**config.mk**
```make
export PLATFORM = sky130hd
export DESIGN_NAME = cpr_regs
export DESIGN_NICKNAME = d
export VERILOG_FILES = /design/src/rtl/cpr_pkg.sv /design/src/rtl/cpr_regs.sv /design/src/rtl/cpr_buf2.sv
export SDC_FILE = /design/constraint.sdc
export NUM_CORES = 1
export LEC_CHECK = 0
export ABC_CLOCK_PERIOD_IN_PS = 3400
export CAP_MARGIN = 20
export CELL_PAD_IN_SITES_DETAIL_PLACEMENT = 0
export CELL_PAD_IN_SITES_GLOBAL_PLACEMENT = 1
export CORE_MARGIN = 2
export CORE_UTILIZATION = 47
export CTS_BUF_LIST = sky130_fd_sc_hd__clkbuf_16
export DETAILED_ROUTE_END_ITERATION = 8
export DONT_BUFFER_PORTS = 1
export GPL_TIMING_DRIVEN = 0
export HOLD_SLACK_MARGIN = 0.06
export PLACE_DENSITY_LB_ADDON = 0.12
export RECOVER_POWER = 100
export SLEW_MARGIN = 5
export SYNTH_ARGS = -nofsm -noshare
export SYNTH_HDL_FRONTEND = slang
export SYNTH_SLANG_ARGS = --single-unit
```
**constraint.sdc**
```tcl
create_clock -name sys_clk_in -period 3.4 [get_ports sys_clk_in]
set_clock_uncertainty 0.2 [all_clocks]
set_input_delay 0.85 -clock sys_clk_in [delete_from_list [all_inputs] [get_ports sys_clk_in]]
set_output_delay 0.85 -clock sys_clk_in [all_outputs]
set_load 0.005 [all_outputs]
```
**src/rtl/cpr_pkg.sv**
```systemverilog
// Constants for the control port register group
`default_nettype none
package cpr_pkg;
  // ****************************************
  // Register offsets
  // ****************************************
  localparam logic [2:0] CPR_OFS_EEPROM = 3'h1;
  localparam logic [2:0] CPR_OFS_PDOWN = 3'h2;
  localparam logic [2:0] CPR_OFS_INDEX = 3'h3;
  localparam logic [2:0] CPR_OFS_IDATA = 3'h4;
  localparam logic [2:0] CPR_OFS_RAMCMD = 3'h5;
  localparam logic [2:0] CPR_OFS_RAMEND = 3'h6;
  // ****************************************
  // Field positions and reset values
  // ****************************************
  localparam int CPR_EE_CLK = 0;
  localparam int CPR_EE_DOUT = 1;
  localparam int CPR_EE_EN = 2;
  localparam int CPR_EE_MODEM_POL = 3;
  localparam int CPR_EE_MUX_LO = 4;
  localparam int CPR_EE_SYNTH_POL = 6;
  localparam int CPR_EE_OPT_POL = 7;
  localparam int CPR_PD_GLOBAL = 7;
  localparam int CPR_PD_PROCESSOR_OFF = 1;
  localparam logic [7:0] CPR_EE_RESET = 8'h80;
  localparam logic [7:0] CPR_PD_RESET = 8'h00;
  localparam logic [7:0] CPR_ZERO = 8'h00;
  localparam logic [3:0] CPR_INDEX_MAX = 4'h8;
  // ****************************************
  // RAM access commands
  // ****************************************
  localparam logic [7:0] CPR_CMD_NO_PNP_KEY = 8'h55;
  localparam logic [7:0] CPR_CMD_NO_VEND_KEY = 8'h56;
  localparam logic [7:0] CPR_CMD_JUMP_ROM = 8'h57;
  localparam logic [7:0] CPR_CMD_UPD_HWCFG = 8'h5a;
  localparam logic [7:0] CPR_CMD_DOWNLOAD = 8'haa;
  // ****************************************
  // Timing
  // ****************************************
  localparam int CPR_CLK_MHZ = 50;
  localparam int CPR_CAL_US = 1;
  localparam int CPR_CAL_CYCLES = CPR_CAL_US * CPR_CLK_MHZ;
  typedef enum logic [1:0] {CPR_RAM_CMD, CPR_RAM_ADDR_HI, CPR_RAM_ADDR_LO, CPR_RAM_DATA} cpr_ram_e;
endpackage
`default_nettype wire

```
**src/rtl/cpr_regs.sv**
```systemverilog
// Control port register group with eeprom port, power and RAM load
// ****************************************
// ****************************************
`default_nettype none
module cpr_regs
  import cpr_pkg::*;
#(
  parameter int RAM_AW = 16
) (
  input wire logic sys_clk_in,
  input wire logic rst_in,
  input wire logic [2:0] addr_in,
  input wire logic wr_in,
  input wire logic rd_in,
  input wire logic [7:0] wdata_in,
  output logic [7:0] rdata_out,
  output logic eeprom_clk_out,
  output logic eeprom_dout_out,
  output logic eeprom_port_en_out,
  input wire logic peripheral_data_pin0_in,
  input wire logic hwcfg_load_in,
  input wire logic [2:0] hwcfg_pol_in,
  input wire logic modem_irq_pin_in,
  input wire logic synth_irq_pin_in,
  input wire logic optical_drive_irq_pin_in,
  output logic modem_irq_out,
  output logic synth_irq_out,
  output logic optical_drive_irq_out,
  output logic [1:0] loopback_mux_select_out,
  output logic [6:0] section_off_out,
  output logic global_power_down_out,
  output logic calibrate_out,
  input wire logic processor_off_if_access_in,
  output logic [3:0] indirect_index_bits_out,
  output logic indirect_wr_out,
  output logic indirect_rd_out,
  output logic [7:0] indirect_data_bits_out,
  input wire logic [7:0] indirect_rdata_in,
  output logic pnp_key_off_out,
  output logic vendor_key_off_out,
  output logic jump_rom_out,
  output logic hwcfg_update_out,
  output logic ram_wr_valid_out,
  input wire logic ram_wr_ready_in,
  output logic [RAM_AW-1:0] ram_wr_addr_out,
  output logic [7:0] ram_wr_data_out,
  output logic ram_busy_out
);
  import cpr_pkg::*;
  // ****************************************
  // State
  // ****************************************
  localparam int BW = RAM_AW + 8;
  typedef struct packed {
    logic [7:0] ee;
    logic [7:0] pd;
    logic [3:0] idx;
    logic [7:0] rdata;
    logic ee_clk;
    logic ee_dout;
    logic ee_en;
    logic [2:0] irq;
    logic processor_off_sleep;
    logic [15:0] cal_cnt;
    logic cal;
    logic iwr;
    logic ird;
    logic [7:0] idata;
    logic pnp_off;
    logic vend_off;
    logic jump;
    logic upd;
    cpr_ram_e ram_st;
    logic [RAM_AW-1:0] ram_addr;
    logic [6:0] soff;
    logic busy;
  } cpr_regs_s;
  cpr_regs_s st_ff;
  cpr_regs_s nxt_st;
  logic buf_in_valid;
  logic buf_in_ready;
  logic [BW-1:0] buf_out_data;
  logic buf_out_valid;
  logic wr_ee;
  logic wr_pd;
  logic gpd;
  logic [2:0] irq_pin;
  logic wr_idx;
  logic wr_idat;
  logic rd_idat;
  logic wr_cmd;
  logic wr_end;
  logic idx_ok;
  logic [2:0] irq_pol;
  logic [2:0] irq_norm;
  // ****************************************
  // Parameter checks
  // ****************************************
  initial begin
    if (RAM_AW < 9 || RAM_AW > 16) $error("cpr_regs: RAM_AW must be 9 to 16");
    if (CPR_CAL_CYCLES < 1 || CPR_CAL_CYCLES > 65535) $error("cpr_regs: calibration count must fit 16 bits");
  end
  // ****************************************
  // Decodes
  // ****************************************
  assign gpd = st_ff.pd[CPR_PD_GLOBAL];
  assign wr_ee = wr_in && addr_in == CPR_OFS_EEPROM && !gpd;
  assign wr_pd = wr_in && addr_in == CPR_OFS_PDOWN;
  assign wr_idx = wr_in && !gpd && addr_in == CPR_OFS_INDEX;
  assign wr_idat = wr_in && !gpd && addr_in == CPR_OFS_IDATA;
  assign rd_idat = rd_in && !gpd && addr_in == CPR_OFS_IDATA;
  assign wr_cmd = wr_in && !gpd && addr_in == CPR_OFS_RAMCMD;
  assign wr_end = wr_in && !gpd && addr_in == CPR_OFS_RAMEND && wdata_in == CPR_ZERO;
  assign idx_ok = (st_ff.idx <= CPR_INDEX_MAX);
  // ****************************************
  // Interrupt polarity
  // ****************************************
  assign irq_pin = {optical_drive_irq_pin_in, synth_irq_pin_in, modem_irq_pin_in};
  assign irq_pol = {st_ff.ee[CPR_EE_OPT_POL], st_ff.ee[CPR_EE_SYNTH_POL], st_ff.ee[CPR_EE_MODEM_POL]};
  for (genvar i = 0; i < 3; i++) begin : g_irq
    assign irq_norm[i] = ~(irq_pin[i] ^ irq_pol[i]);
  end
  // ****************************************
  // Next-state logic
  // ****************************************
  always_comb begin
    nxt_st = st_ff;
    nxt_st.iwr = 1'b0;
    nxt_st.ird = 1'b0;
    nxt_st.jump = 1'b0;
    nxt_st.upd = 1'b0;
    buf_in_valid = 1'b0;
    // ****************************************
    // Eeprom port register
    // ****************************************
    if (wr_ee) begin
      nxt_st.ee = wdata_in;
    end
    if (hwcfg_load_in) begin
      nxt_st.ee[CPR_EE_OPT_POL] = hwcfg_pol_in[2];
      nxt_st.ee[CPR_EE_SYNTH_POL] = hwcfg_pol_in[1];
      nxt_st.ee[CPR_EE_MODEM_POL] = hwcfg_pol_in[0];
    end
    nxt_st.ee_en = nxt_st.ee[CPR_EE_EN] && !gpd;
    nxt_st.ee_clk = nxt_st.ee[CPR_EE_CLK] && nxt_st.ee_en;
    nxt_st.ee_dout = nxt_st.ee[CPR_EE_DOUT] && nxt_st.ee_en;
    // ****************************************
    // Interrupt pins normalised to active high
    // ****************************************
    nxt_st.irq = irq_norm;
    // ****************************************
    // Power down and calibration
    // ****************************************
    if (wr_pd) begin
      nxt_st.pd = wdata_in;
      if (!wdata_in[CPR_PD_GLOBAL]) begin
        if (gpd) begin
          nxt_st.cal = 1'b1;
          nxt_st.cal_cnt = 16'(CPR_CAL_CYCLES);
          nxt_st.processor_off_sleep = 1'b1;
        end else if (st_ff.processor_off_sleep) begin
          nxt_st.processor_off_sleep = 1'b0;
        end
      end
    end
    if (st_ff.cal && !gpd) begin
      nxt_st.cal_cnt = st_ff.cal_cnt - 16'h0001;
      if (st_ff.cal_cnt == 16'h0001) begin
        nxt_st.cal = 1'b0;
      end
    end
    if (processor_off_if_access_in && !gpd) begin
      nxt_st.processor_off_sleep = 1'b0;
    end
    // ****************************************
    // Indirect access
    // ****************************************
    if (wr_idx) begin
      nxt_st.idx = wdata_in[3:0];
    end
    if (wr_idat && idx_ok) begin
      nxt_st.iwr = 1'b1;
      nxt_st.idata = wdata_in;
    end
    if (rd_idat && idx_ok) begin
      nxt_st.ird = 1'b1;
    end
    // ****************************************
    // RAM access command port
    // ****************************************
    if (wr_end) begin
      nxt_st.ram_st = CPR_RAM_CMD;
    end
    if (wr_cmd) begin
      case (st_ff.ram_st)
        CPR_RAM_CMD: begin
          case (wdata_in)
            CPR_CMD_NO_PNP_KEY: begin
              nxt_st.pnp_off = 1'b1;
            end
            CPR_CMD_NO_VEND_KEY: begin
              nxt_st.vend_off = 1'b1;
            end
            CPR_CMD_JUMP_ROM: begin
              nxt_st.jump = 1'b1;
            end
            CPR_CMD_UPD_HWCFG: begin
              nxt_st.upd = 1'b1;
            end
            CPR_CMD_DOWNLOAD: begin
              nxt_st.ram_st = CPR_RAM_ADDR_HI;
            end
            default: begin
              nxt_st.ram_st = CPR_RAM_CMD;
            end
          endcase
        end
        CPR_RAM_ADDR_HI: begin
          nxt_st.ram_addr[RAM_AW-1:8] = wdata_in[RAM_AW-9:0];
          nxt_st.ram_st = CPR_RAM_ADDR_LO;
        end
        CPR_RAM_ADDR_LO: begin
          nxt_st.ram_addr[7:0] = wdata_in;
          nxt_st.ram_st = CPR_RAM_DATA;
        end
        CPR_RAM_DATA: begin
          if (buf_in_ready) begin
            buf_in_valid = 1'b1;
            nxt_st.ram_addr = st_ff.ram_addr + RAM_AW'(1);
          end
        end
        default: nxt_st.ram_st = CPR_RAM_CMD;
      endcase
    end
    // ****************************************
    // Read data
    // ****************************************
    nxt_st.rdata = CPR_ZERO;
    if (rd_in) begin
      case (addr_in)
        CPR_OFS_EEPROM: begin
          nxt_st.rdata = st_ff.ee;
          nxt_st.rdata[CPR_EE_EN] = peripheral_data_pin0_in && st_ff.ee[CPR_EE_EN]
            && st_ff.ee[CPR_EE_DOUT];
        end
        CPR_OFS_PDOWN: begin
          nxt_st.rdata = st_ff.pd;
        end
        CPR_OFS_INDEX: begin
          nxt_st.rdata = {4'h0, st_ff.idx};
        end
        CPR_OFS_IDATA: begin
          nxt_st.rdata = indirect_rdata_in;
        end
        default: begin
          nxt_st.rdata = CPR_ZERO;
        end
      endcase
      if (gpd && addr_in != CPR_OFS_PDOWN) begin
        nxt_st.rdata = CPR_ZERO;
      end
    end
    // ****************************************
    // Registered status outputs
    // ****************************************
    nxt_st.soff = {nxt_st.pd[6:2], nxt_st.pd[CPR_PD_PROCESSOR_OFF] | nxt_st.processor_off_sleep, nxt_st.pd[0]};
    nxt_st.busy = (nxt_st.ram_st != CPR_RAM_CMD);
  end
  // ****************************************
  // RAM write buffer
  // ****************************************
  cpr_buf2 #(
    .WIDTH(BW)
  ) u_buf (
    .sys_clk_in(sys_clk_in),
    .rst_in(rst_in),
    .in_valid_in(buf_in_valid),
    .in_ready_out(buf_in_ready),
    .in_data_in({st_ff.ram_addr, wdata_in}),
    .out_valid_out(buf_out_valid),
    .out_ready_in(ram_wr_ready_in),
    .out_data_out(buf_out_data)
  );
  // ****************************************
  // Registers
  // ****************************************
  always_ff @(posedge sys_clk_in) begin
    if (rst_in) begin
      st_ff <= '0;
      st_ff.ee <= CPR_EE_RESET;
      st_ff.pd <= CPR_PD_RESET;
      st_ff.ram_st <= CPR_RAM_CMD;
    end else begin
      st_ff <= nxt_st;
    end
  end
  // ****************************************
  // Outputs
  // ****************************************
  assign rdata_out = st_ff.rdata;
  assign eeprom_clk_out = st_ff.ee_clk;
  assign eeprom_dout_out = st_ff.ee_dout;
  assign eeprom_port_en_out = st_ff.ee_en;
  assign modem_irq_out = st_ff.irq[0];
  assign synth_irq_out = st_ff.irq[1];
  assign optical_drive_irq_out = st_ff.irq[2];
  assign loopback_mux_select_out = st_ff.ee[CPR_EE_MUX_LO+1:CPR_EE_MUX_LO];
  assign section_off_out = st_ff.soff;
  assign global_power_down_out = gpd;
  assign calibrate_out = st_ff.cal;
  assign indirect_index_bits_out = st_ff.idx;
  assign indirect_wr_out = st_ff.iwr;
  assign indirect_rd_out = st_ff.ird;
  assign indirect_data_bits_out = st_ff.idata;
  assign pnp_key_off_out = st_ff.pnp_off;
  assign vendor_key_off_out = st_ff.vend_off;
  assign jump_rom_out = st_ff.jump;
  assign hwcfg_update_out = st_ff.upd;
  assign ram_wr_valid_out = buf_out_valid;
  assign ram_wr_addr_out = buf_out_data[BW-1:8];
  assign ram_wr_data_out = buf_out_data[7:0];
  assign ram_busy_out = st_ff.busy;
endmodule
`default_nettype wire

```
**src/rtl/cpr_buf2.sv**
```systemverilog
// Two-entry valid/ready buffer
`default_nettype none
module cpr_buf2 #(
  parameter int WIDTH = 24
) (
  input wire logic sys_clk_in,
  input wire logic rst_in,
  input wire logic in_valid_in,
  output logic in_ready_out,
  input wire logic [WIDTH-1:0] in_data_in,
  output logic out_valid_out,
  input wire logic out_ready_in,
  output logic [WIDTH-1:0] out_data_out
);
  typedef struct packed {
    logic [1:0][WIDTH-1:0] mem;
    logic [1:0] cnt;
    logic vld;
  } cpr_buf_s;
  cpr_buf_s st_ff;
  cpr_buf_s nxt_st;
  logic push;
  logic pop;
  initial begin
    if (WIDTH < 1) $error("cpr_buf2: WIDTH must be positive");
  end
  assign in_ready_out = (st_ff.cnt != 2'h2);
  assign out_valid_out = st_ff.vld;
  assign out_data_out = st_ff.mem[0];
  assign push = in_valid_in && in_ready_out;
  assign pop = out_valid_out && out_ready_in;
  always_comb begin
    nxt_st = st_ff;
    if (pop) begin
      nxt_st.mem[0] = st_ff.mem[1];
    end
    if (push) begin
      if (st_ff.cnt == 2'h0 || (st_ff.cnt == 2'h1 && pop)) begin
        nxt_st.mem[0] = in_data_in;
      end else begin
        nxt_st.mem[1] = in_data_in;
      end
    end
    nxt_st.cnt = st_ff.cnt + {1'b0, push} - {1'b0, pop};
    nxt_st.vld = (nxt_st.cnt != 2'h0);
  end
  always_ff @(posedge sys_clk_in) begin
    if (rst_in) begin
      st_ff <= '0;
    end else begin
      st_ff <= nxt_st;
    end
  end
endmodule
`default_nettype wire

```
==> impl_metrics.json, run 1 <==
{
  "run_status": "finished clean",
  "place_ws_ns": 0.0960,
  "ys_seq_area_share_pct": 42.3,
  "worstSetupStartpointType": "primary input",
  "seq_power_share_pct": 42.8,
  "hold_end": "u_buf.st_ff[50]$_SDFFE_PP0P_",
  "cts_hold_buf": 0,
  "netSwitchingPower_uw": 872,
  "fp.coreArea_um2": 13300,
  "grt_start_max_net_pins": 17,
  "drtIter0Drc": 358,
  "finalHoldViolations": 0,
  "max_cap_violations": 0,
  "syn2layout_area_growth_pct": 13.0,
  "dpl.hpwl_mm": 13.0,
  "hold_start": "u_buf.st_ff[50]$_SDFFE_PP0P_",
  "synth_top_area_cell": "dfxtp_1",
  "routed_wl_mm": 18.3,
  "ys_top_cells_by_area": "dfxtp_1, nand2_1, buf_4",
  "grt_pass1_wl_mm": 29.5,
  "clkSinkCount": 137,
  "rsz0062_at_grt": "no",
  "power.total_mw": 3.85,
  "clkPwrFrac_pct": 51.7,
  "timing.rr.start": "u_buf.out_valid_out$_SDFF_PP0_",
  "clock_path_buffers": 2,
  "clkSlewWorstSetupHoldPaths_ns": 0.06,
  "slew_viol_final": 0,
  "layout_setup_ws_ns": 0.492,
  "p_int_mw": 2.98,
  "track_usage_pct": 26.1,
  "hold_class": "reg2reg",
  "start_util_pct": 48.5,
  "power.leakage_nw": 2.69,
  "num_io_pins": 102,
  "io_buffers": 0,
  "dr.pass1.iters": 5,
  "reg2reg_depth": 10,
  "drcViolationCount": 0,
  "ir_drop_v": 0.000315,
  "rows": 42,
  "htree_levels": 4,
  "antenna_found_initial": 0,
  "synth_top_flop_cell": "dfxtp_1",
  "fmax_mhz": 344,
  "die_x_um": 121,
  "switching_share_pct": 22.6,
  "finalSetupViolations": 0,
  "drtAntennaViolNets": 0,
  "final_cells": 1023,
  "criticalPathCategory": "in2reg",
  "tightest_slew_ns": 0.823,
  "crit_fanout": 10,
  "cts-buffers-inserted": 17,
  "die_h_um": 121,
  "drive_above_1_share_pct": 12.0,
  "syn-cell-area_um2": 6480,
  "avgSynthCellArea_um2": 7.95,
  "p_per_area_nw_per_um2": 526,
  "required_ns": 3.50,
  "r2r-end": "u_buf.out_valid_out$_SDFF_PP0_",
  "root_buffer": "clkbuf_16",
  "async_reset_ff_share_pct": 0,
  "dp.cells": 991,
  "holdWs_ns": 0.254,
  "dieArea_um2": 14700,
  "post_drt_via_cell_ratio": 5.62,
  "ys_ff_latch": 137,
  "gp_congestion": 0.903,
  "cts-resized-gates": 0,
  "min_path_cells": 2,
  "synth_fp_nets": 857,
  "wl_per_cell_um": 17.9,
  "vias": 5754,
  "slew_headroom_pct": 45.0,
  "synth-warning-count": 0,
  "p_comb_share_pct": 5.5,
  "period_minus_slack_ns": 2.91,
  "insertion_delay_ns": 0.43,
  "crit_arrival_ns": 3.01,
  "r2r_slack_ns": 0.55,
  "fin_tns_setup_ns": 0,
  "synthCells": 815,
  "min_period_over_period_pct": 85.5,
  "fill_cells": 1349,
  "grt_pass1_vias": 5544,
  "layout.nets": 876,
  "cts_tree": "yes",
  "netlist.area_leader.share_pct": 42.3,
  "synth_edf_count": 0,
  "grt_overflow": 0,
  "cts_setup_buffers": 0,
  "ys_types": 59,
  "endpoint_kind": "register",
  "antennaDiodeCount": 0
}
==> critical path, cell delays in order <==
cell and delay (ns):
nand2_1 0.16, inv_1 0.25, clkbuf_1 0.50, ha_1 0.34
inv_1 0.06, ha_1 0.15, xor2_1 0.17, xnor2_1 0.14
nor2_1 0.07, or2_2 0.31
==> power by group through the flow <==
stage | Combinational (mW) | Sequential [mW] | Clock [mW]
2_1_floorplan | 0.146 | 1.68 | 0
3_3_place_gp | 0.211 | 1.68 | 0
3_5_place_dp | 0.213 | 1.68 | 0
4_1_cts | 0.214 | 1.65 | 2.02
5_1_grt | 0.233 | 1.65 | 2.10
6_report | 0.210 | 1.65 | 1.99
==> flip-flops by register name, indices dropped and copies added (netlist names), 2 cells and up <==
| signal | count |
|---|---|
| irq_pol | 3 |
| st_ff | 45 |
| rdata_out | 8 |
| indirect_index_bits_out | 4 |
| loopback_mux_select_out | 2 |
| u_buf.out_data_out | 24 |
| u_buf.st_ff | 26 |
| indirect_data_bits_out | 8 |
==> metrics by stage <==
stage	cell area, um2	util (%)
floorplan	6480	-
global placement	6700	50.2
detailed placement	6700	50.2
CTS	7330	54.9
global route	7320	54.8
finish	7320	54.8
==> Yosys cell counts (13+ instances only) <==
cell,instances
a21oi_1,68
a311oi_1,24
buf_4,53
clkbuf_1,45
dfxtp_1,137
inv_1,18
mux2i_1,17
nand2_1,148
nand3_1,13
nor2_1,99
nor3_1,17
nor4_1,13
o21ai_0,23
==> layout make-up <==
cell class	count	area (um2)	area share (%)
multi-input cells	548	3040	41.5
clock buffers	17	425	5.81
clock inverters	15	206	2.82
well taps	176	220	3.01
flip-flops and latches	137	2740	37.5
inverters	19	71.3	0.974
plain buffers	111	618	8.44
==> cells in the final DEF, fill, tap and decap left out, types with 5 or more instances in the layout <==
| cell type | count |
|---|---|
| nand4_1 | 7 |
| o21ai_0 | 23 |
| nor2b_1 | 9 |
| clkinv_2 | 5 |
| inv_1 | 20 |
| a311oi_1 | 24 |
| xnor2_1 | 5 |
| mux2_2 | 10 |
| clkbuf_4 | 53 |
| nand3_1 | 13 |
| nor3_1 | 17 |
| ha_1 | 9 |
| dfxtp_1 | 137 |
| bufinv_16 | 5 |
| a22oi_1 | 11 |
| or3_1 | 5 |
| clkbuf_1 | 55 |
| a31oi_1 | 7 |
| nand2_1 | 148 |
| nor2_1 | 99 |
| mux2i_1 | 17 |
| a21oi_1 | 68 |
| clkbuf_16 | 17 |
| nor4_1 | 13 |
| or4_1 | 5 |
==> metal layers <==
metal	share of wire, %	vias up	global-route usage, %
met5	0	-	0
met4	1.8	0	9.34
met3	6.2	24	6.63
met2	48	151	42.4
met1	44	2774	33.7
li1	-	2805	-
==> kinds of logic (layout without fill, tap and decap cells) <==
family	count (synthesis)	after routing	share of synthesized area, %
mux	27	27	4.36
simple gates	342	342	23.9
compound gates	161	161	15.8
fa+ha+maj	9	9	1.74
buf+inv	130	162	10.7
flops	137	137	42.3
xor+xnor	9	9	1.22
==> how the worst max path moves through the flow <==
stage / from / to / cells after the start
floorplan: ram_wr_ready_in / u_buf.out_valid_out$_SDFF_PP0_ / 10
global placement: ram_wr_ready_in / u_buf.out_valid_out$_SDFF_PP0_ / 10
detailed placement: ram_wr_ready_in / u_buf.out_valid_out$_SDFF_PP0_ / 10
CTS: ram_wr_ready_in / u_buf.out_valid_out$_SDFF_PP0_ / 10
global route: ram_wr_ready_in / u_buf.out_valid_out$_SDFF_PP0_ / 10
finish: ram_wr_ready_in / u_buf.out_valid_out$_SDFF_PP0_ / 10
(Power assumes the default switching activity.)
==> run 2: changes to the inputs <==
CELL_PAD_IN_SITES_DETAIL_PLACEMENT = 1   (was 0)
==> run 2 against run 1 <==
Net effect:
- maximum frequency decreased by 0.80%
- highest routed layer unchanged
- sequential cell count stayed put
- largest power group is now sequential cells
- routed wire length up 8.7%
- first-iteration DRC count decreased by 0.56%
- core utilization fell by 1.2 points
- clock-buffer cell count did not move
- sequential share of layout area increased by 0.84 points
- total power is 12% lower
- register-to-register slack got worse by 0.03 ns
- hold slack improved by 0.0028 ns
- final cell count is 0.29% lower
- critical path depth is the same
==> impl_metrics.json, run 2 (synthesized netlist as in run 1, its figures left out) <==
{
  "run_status": "finished clean",
  "crit_arrival_ns": 3.03,
  "layout_setup_ws_ns": 0.469,
  "drt-met1-wl_mm": 8.57,
  "seq_power_share_pct": 48.4,
  "fin_tns_setup_ns": 0,
  "wl_per_cell_um": 19.5,
  "hold_class": "reg2reg",
  "antenna_found_initial": 0,
  "wl_met3_mm": 1.07,
  "die_h_um": 121,
  "ir_drop_v": 0.000325,
  "grt_start_max_net_pins": 17,
  "fp.coreArea_um2": 13300,
  "mostFrequentLayoutCells": "nand2_1, dfxtp_1, nor2_1",
  "rows": 42,
  "endpoint_kind": "register",
  "min_period_over_period_pct": 86.2,
  "worstSetupStartpointType": "primary input",
  "drcViolationCount": 0,
  "drive_above_1_share_pct": 10.7,
  "antennaDiodeCount": 0,
  "place_ws_ns": 0.0600,
  "regMostFlops": "st_ff",
  "clkSinkCount": 137,
  "start_util_pct": 48.5,
  "finalSetupViolations": 0,
  "p_int_mw": 2.58,
  "power.leakage_nw": 2.63,
  "drtAntennaViolNets": 0,
  "cts_hold_buf": 0,
  "grt_overflow": 0,
  "post_drt_via_cell_ratio": 5.76,
  "htree_levels": 4,
  "switching_share_pct": 24.3,
  "dr.pass1.iters": 5,
  "grt_pass1_vias": 6148,
  "fmax_mhz": 341,
  "cts_setup_buffers": 0,
  "finalHoldViolations": 0,
  "vias": 5880,
  "netSwitchingPower_uw": 829,
  "io_buffers": 0,
  "dr.max_layer_used": "met4",
  "die_x_um": 121,
  "slew_headroom_pct": 38.3,
  "p_per_area_nw_per_um2": 476,
  "clkSlewWorstSetupHoldPaths_ns": 0.05,
  "final_cells": 1020,
  "fill_cells": 1704,
  "max_cap_violations": 0,
  "routed_wl_mm": 19.9,
  "cts-buffers-inserted": 17,
  "largest_register_ffs": 45,
  "root_buffer": "clkbuf_16",
  "track_usage_pct": 28.5,
  "layout_commonest_cell": "nand2_1",
  "insertion_delay_ns": 0.42,
  "cts_tree": "yes",
  "period_minus_slack_ns": 2.93,
  "dp.cells": 991,
  "criticalPathCategory": "in2reg",
  "cts-resized-gates": 0,
  "drtIter0Drc": 356,
  "grt_pass1_wl_mm": 32.3,
  "dpl.hpwl_mm": 14.4,
  "required_ns": 3.50,
  "rsz0062_at_grt": "no",
  "gp_congestion": 0.903,
  "p_comb_share_pct": 6.3,
  "holdWs_ns": 0.257,
  "clock_path_buffers": 2,
  "clkPwrFrac_pct": 45.3,
  "met2_length_mm": 9.71,
  "num_io_pins": 102,
  "syn2layout_area_growth_pct": 10.5,
  "layout.nets": 876,
  "tightest_slew_ns": 0.923,
  "crit_fanout": 10,
  "power.total_mw": 3.41,
  "slew_viol_final": 0,
  "dieArea_um2": 14700
}
run 2: layout make-up:
type / instances / area (um2) / area share (%)
clock buffers: 17 / 425 / 5.94
flip-flops and latches: 137 / 2740 / 38.3
well taps: 176 / 220 / 3.08
multi-input cells: 548 / 3040 / 42.4
plain buffers: 111 / 614 / 8.58
clock inverters: 12 / 50.0 / 0.699
inverters: 19 / 71.3 / 0.996
run 2: per-layer routing:
layer  up-vias  global-route usage [%]
met3        38                    7.71
met4         0                    11.4
li1       2796                       -
met1      2882                    34.2
met5         -                       0
met2       164                    48.2
run 2: final timing paths:
| kind | slack (ns) | startpoint | cells after the start | to |
|---|---|---|---|---|
| max | 0.47 | ram_wr_ready_in | 10 | u_buf.out_valid_out$_SDFF_PP0_ |
| min | 0.26 | u_buf.st_ff[32]$_SDFFE_PP0P_ | 2 | u_buf.st_ff[32]$_SDFFE_PP0P_ |
| max reg2reg | 0.52 | u_buf.out_valid_out$_SDFF_PP0_ | 10 | u_buf.out_valid_out$_SDFF_PP0_ |
| min reg2reg | 0.26 | u_buf.st_ff[32]$_SDFFE_PP0P_ | 2 | u_buf.st_ff[32]$_SDFFE_PP0P_ |
run 2: per-stage QoR:
step	util, %	area, um2
5_1_grt	53.6	7160
4_1_cts	53.7	7170
2_1_floorplan	-	6480
3_5_place_dp	50.2	6700
6_report	53.6	7160
3_3_place_gp	50.2	6700
run 2: worst max-delay path, cell delays in order:
cell and delay [ns]:
nand2_1 0.17, inv_1 0.24, clkbuf_1 0.50, ha_1 0.36, inv_1 0.06, ha_1 0.15
xor2_1 0.17, xnor2_1 0.13, nor2_1 0.07, or2_2 0.31
run 2: power groups by stage:
stage / registers (mW) / clock network, mW / logic, mW
global placement: 1.68 / 0 / 0.211
floorplan: 1.68 / 0 / 0.146
global route: 1.65 / 1.64 / 0.235
detailed placement: 1.68 / 0 / 0.218
finish: 1.65 / 1.54 / 0.215
CTS: 1.65 / 1.57 / 0.219
==> run 3: changes to the inputs <==
CORE_ASPECT_RATIO = 0.9   (was unset)
SLEW_MARGIN = unset   (was 5)
==> run 3 against run 2 <==
Net effect:
- maximum frequency fell by 2.2%
- first-iteration DRC count rose by 5.6%
- non-clock buffer count did not move
- final area rose by 1.3%
- clock-buffer cell count did not move
- critical endpoint unchanged
- largest power group is now clock
==> impl_metrics.json, run 3 (synthesized netlist as in run 1, its figures left out) <==
{
  "run_status": "finished clean",
  "insertion_delay_ns": 0.44,
  "track_usage_pct": 28.7,
  "gp_congestion": 0.972,
  "grt_overflow": 0,
  "wl_per_cell_um": 20.4,
  "regMostFlops": "st_ff",
  "dpl.hpwl_mm": 14.4,
  "layout_commonest_cell": "nand2_1",
  "slew_viol_final": 0,
  "grt_start_max_net_pins": 17,
  "place_ws_ns": 0.0525,
  "root_buffer": "clkbuf_16",
  "cts_setup_buffers": 0,
  "drtIter0Drc": 376,
  "slew_headroom_pct": 40.1,
  "clkSinkCount": 137,
  "ir_drop_v": 0.000314,
  "min_path_cells": 2,
  "grt_pass1_wl_mm": 32.7,
  "timing.rr.start": "u_buf.out_valid_out$_SDFF_PP0_",
  "fp.coreArea_um2": 13400,
  "vias": 5959,
  "crit_end": "u_buf.out_valid_out$_SDFF_PP0_",
  "min_period_over_period_pct": 88.1,
  "fmax_mhz": 334,
  "antenna_found_initial": 1,
  "multiInputGateArea_um2": 3040,
  "regArea_um2": 2740,
  "cts-buffers-inserted": 17,
  "p_per_area_nw_per_um2": 509,
  "cts_tree": "yes",
  "power.total_mw": 3.69,
  "crit_fanout": 10,
  "drive_above_1_share_pct": 11.3,
  "io_buffers": 0,
  "startpoint": "ram_wr_ready_in",
  "crit_arrival_ns": 3.10,
  "period_minus_slack_ns": 3.00,
  "layout_setup_ws_ns": 0.404,
  "critPathSlowestCell": "clkbuf_1",
  "grt_pass1_vias": 6086,
  "reg2reg_depth": 10,
  "htree_levels": 4,
  "cts_hold_buf": 0,
  "clkSlewWorstSetupHoldPaths_ns": 0.06,
  "r2r-end": "u_buf.out_valid_out$_SDFF_PP0_",
  "power.leakage_nw": 2.68,
  "required_ns": 3.50,
  "die_x_um": 128,
  "drcViolationCount": 0,
  "dieArea_um2": 14700,
  "num_io_pins": 102,
  "post_drt_via_cell_ratio": 5.87,
  "criticalPathCategory": "in2reg",
  "drtAntennaViolNets": 0,
  "start_util_pct": 48.3,
  "fin_tns_setup_ns": 0,
  "clock_path_buffers": 2,
  "fill_cells": 1654,
  "r2r_slack_ns": 0.43,
  "routed_wl_mm": 20.7,
  "final_util_pct": 54.1,
  "finalSetupViolations": 0,
  "largest_register_ffs": 45,
  "mostFrequentLayoutCells": "nand2_1, dfxtp_1, nor2_1",
  "critPathMaxStageDelay_ns": 0.50,
  "rsz0062_at_grt": "no",
  "endpoint_kind": "register",
  "die_h_um": 115,
  "tightest_slew_ns": 0.897,
  "path_cells": "nand2_1 -> inv_1 -> clkbuf_1 -> ha_1 -> inv_1 -> ha_1 -> xor2_1 -> xnor2_1 -> nor2_1 -> or2_2",
  "max_cap_violations": 0,
  "finalHoldViolations": 0,
  "hold_class": "reg2reg",
  "dr.pass1.iters": 4,
  "rows": 40,
  "layout.nets": 876,
  "worstSetupStartpointType": "primary input",
  "cts-resized-gates": 0,
  "syn2layout_area_growth_pct": 11.9
}
[run 3: cell type report]
cell class / instances / share of cell area (%)
diodes: 1 / 0.0345
plain buffers: 111 / 8.52
clock buffers: 17 / 5.87
clock inverters: 15 / 1.98
inverters: 19 / 0.984
multi-input cells: 548 / 41.9
flip-flops and latches: 137 / 37.8
well taps: 168 / 2.90
[run 3: per-stage QoR]
stage          instance area (um2)  hold WS [ns]  std cells
6_report                      7250         0.259       1016
5_1_grt                       7250         0.281       1015
4_1_cts                       7260         0.262       1015
3_5_place_dp                  6690         0.251        983
3_3_place_gp                  6690         0.242        983
2_1_floorplan                 6480         0.237        815
[run 3: power by group]
| part | switching (mW) | total [mW] | internal [mW] |
|---|---|---|---|
| Sequential | 0.0210 | 1.65 | 1.63 |
| Clock | 0.700 | 1.83 | 1.13 |
| Combinational | 0.156 | 0.217 | 0.0611 |
| Total | 0.877 | 3.69 | 2.82 |
[run 3: worst max-delay path: cells and delay by family]
family / cells / cell delay, ns
fa+ha+maj: 2 / 0.50
simple gates: 3 / 0.57
xor+xnor: 2 / 0.34
buf+inv: 3 / 0.84
[run 3: routing by layer]
metal	GRT usage, %	routed length, um
met1	36.6	9160
met2	48.2	10000
met3	8.10	1350
met4	7.84	224
met5	0	0
[run 3: worst min-delay path by stage]
stage                                  from                            to  slack, ns
2_1_floorplan  u_buf.st_ff[27]$_SDFFE_PP0P_  u_buf.st_ff[27]$_SDFFE_PP0P_       0.24
3_3_place_gp   u_buf.st_ff[48]$_SDFFE_PP0P_  u_buf.st_ff[48]$_SDFFE_PP0P_       0.24
3_5_place_dp   u_buf.st_ff[28]$_SDFFE_PP0P_  u_buf.st_ff[28]$_SDFFE_PP0P_       0.25
4_1_cts        u_buf.st_ff[48]$_SDFFE_PP0P_  u_buf.st_ff[48]$_SDFFE_PP0P_       0.26
5_1_grt        u_buf.st_ff[47]$_SDFFE_PP0P_  u_buf.st_ff[47]$_SDFFE_PP0P_       0.28
6_report       u_buf.st_ff[46]$_SDFFE_PP0P_  u_buf.st_ff[46]$_SDFFE_PP0P_       0.26
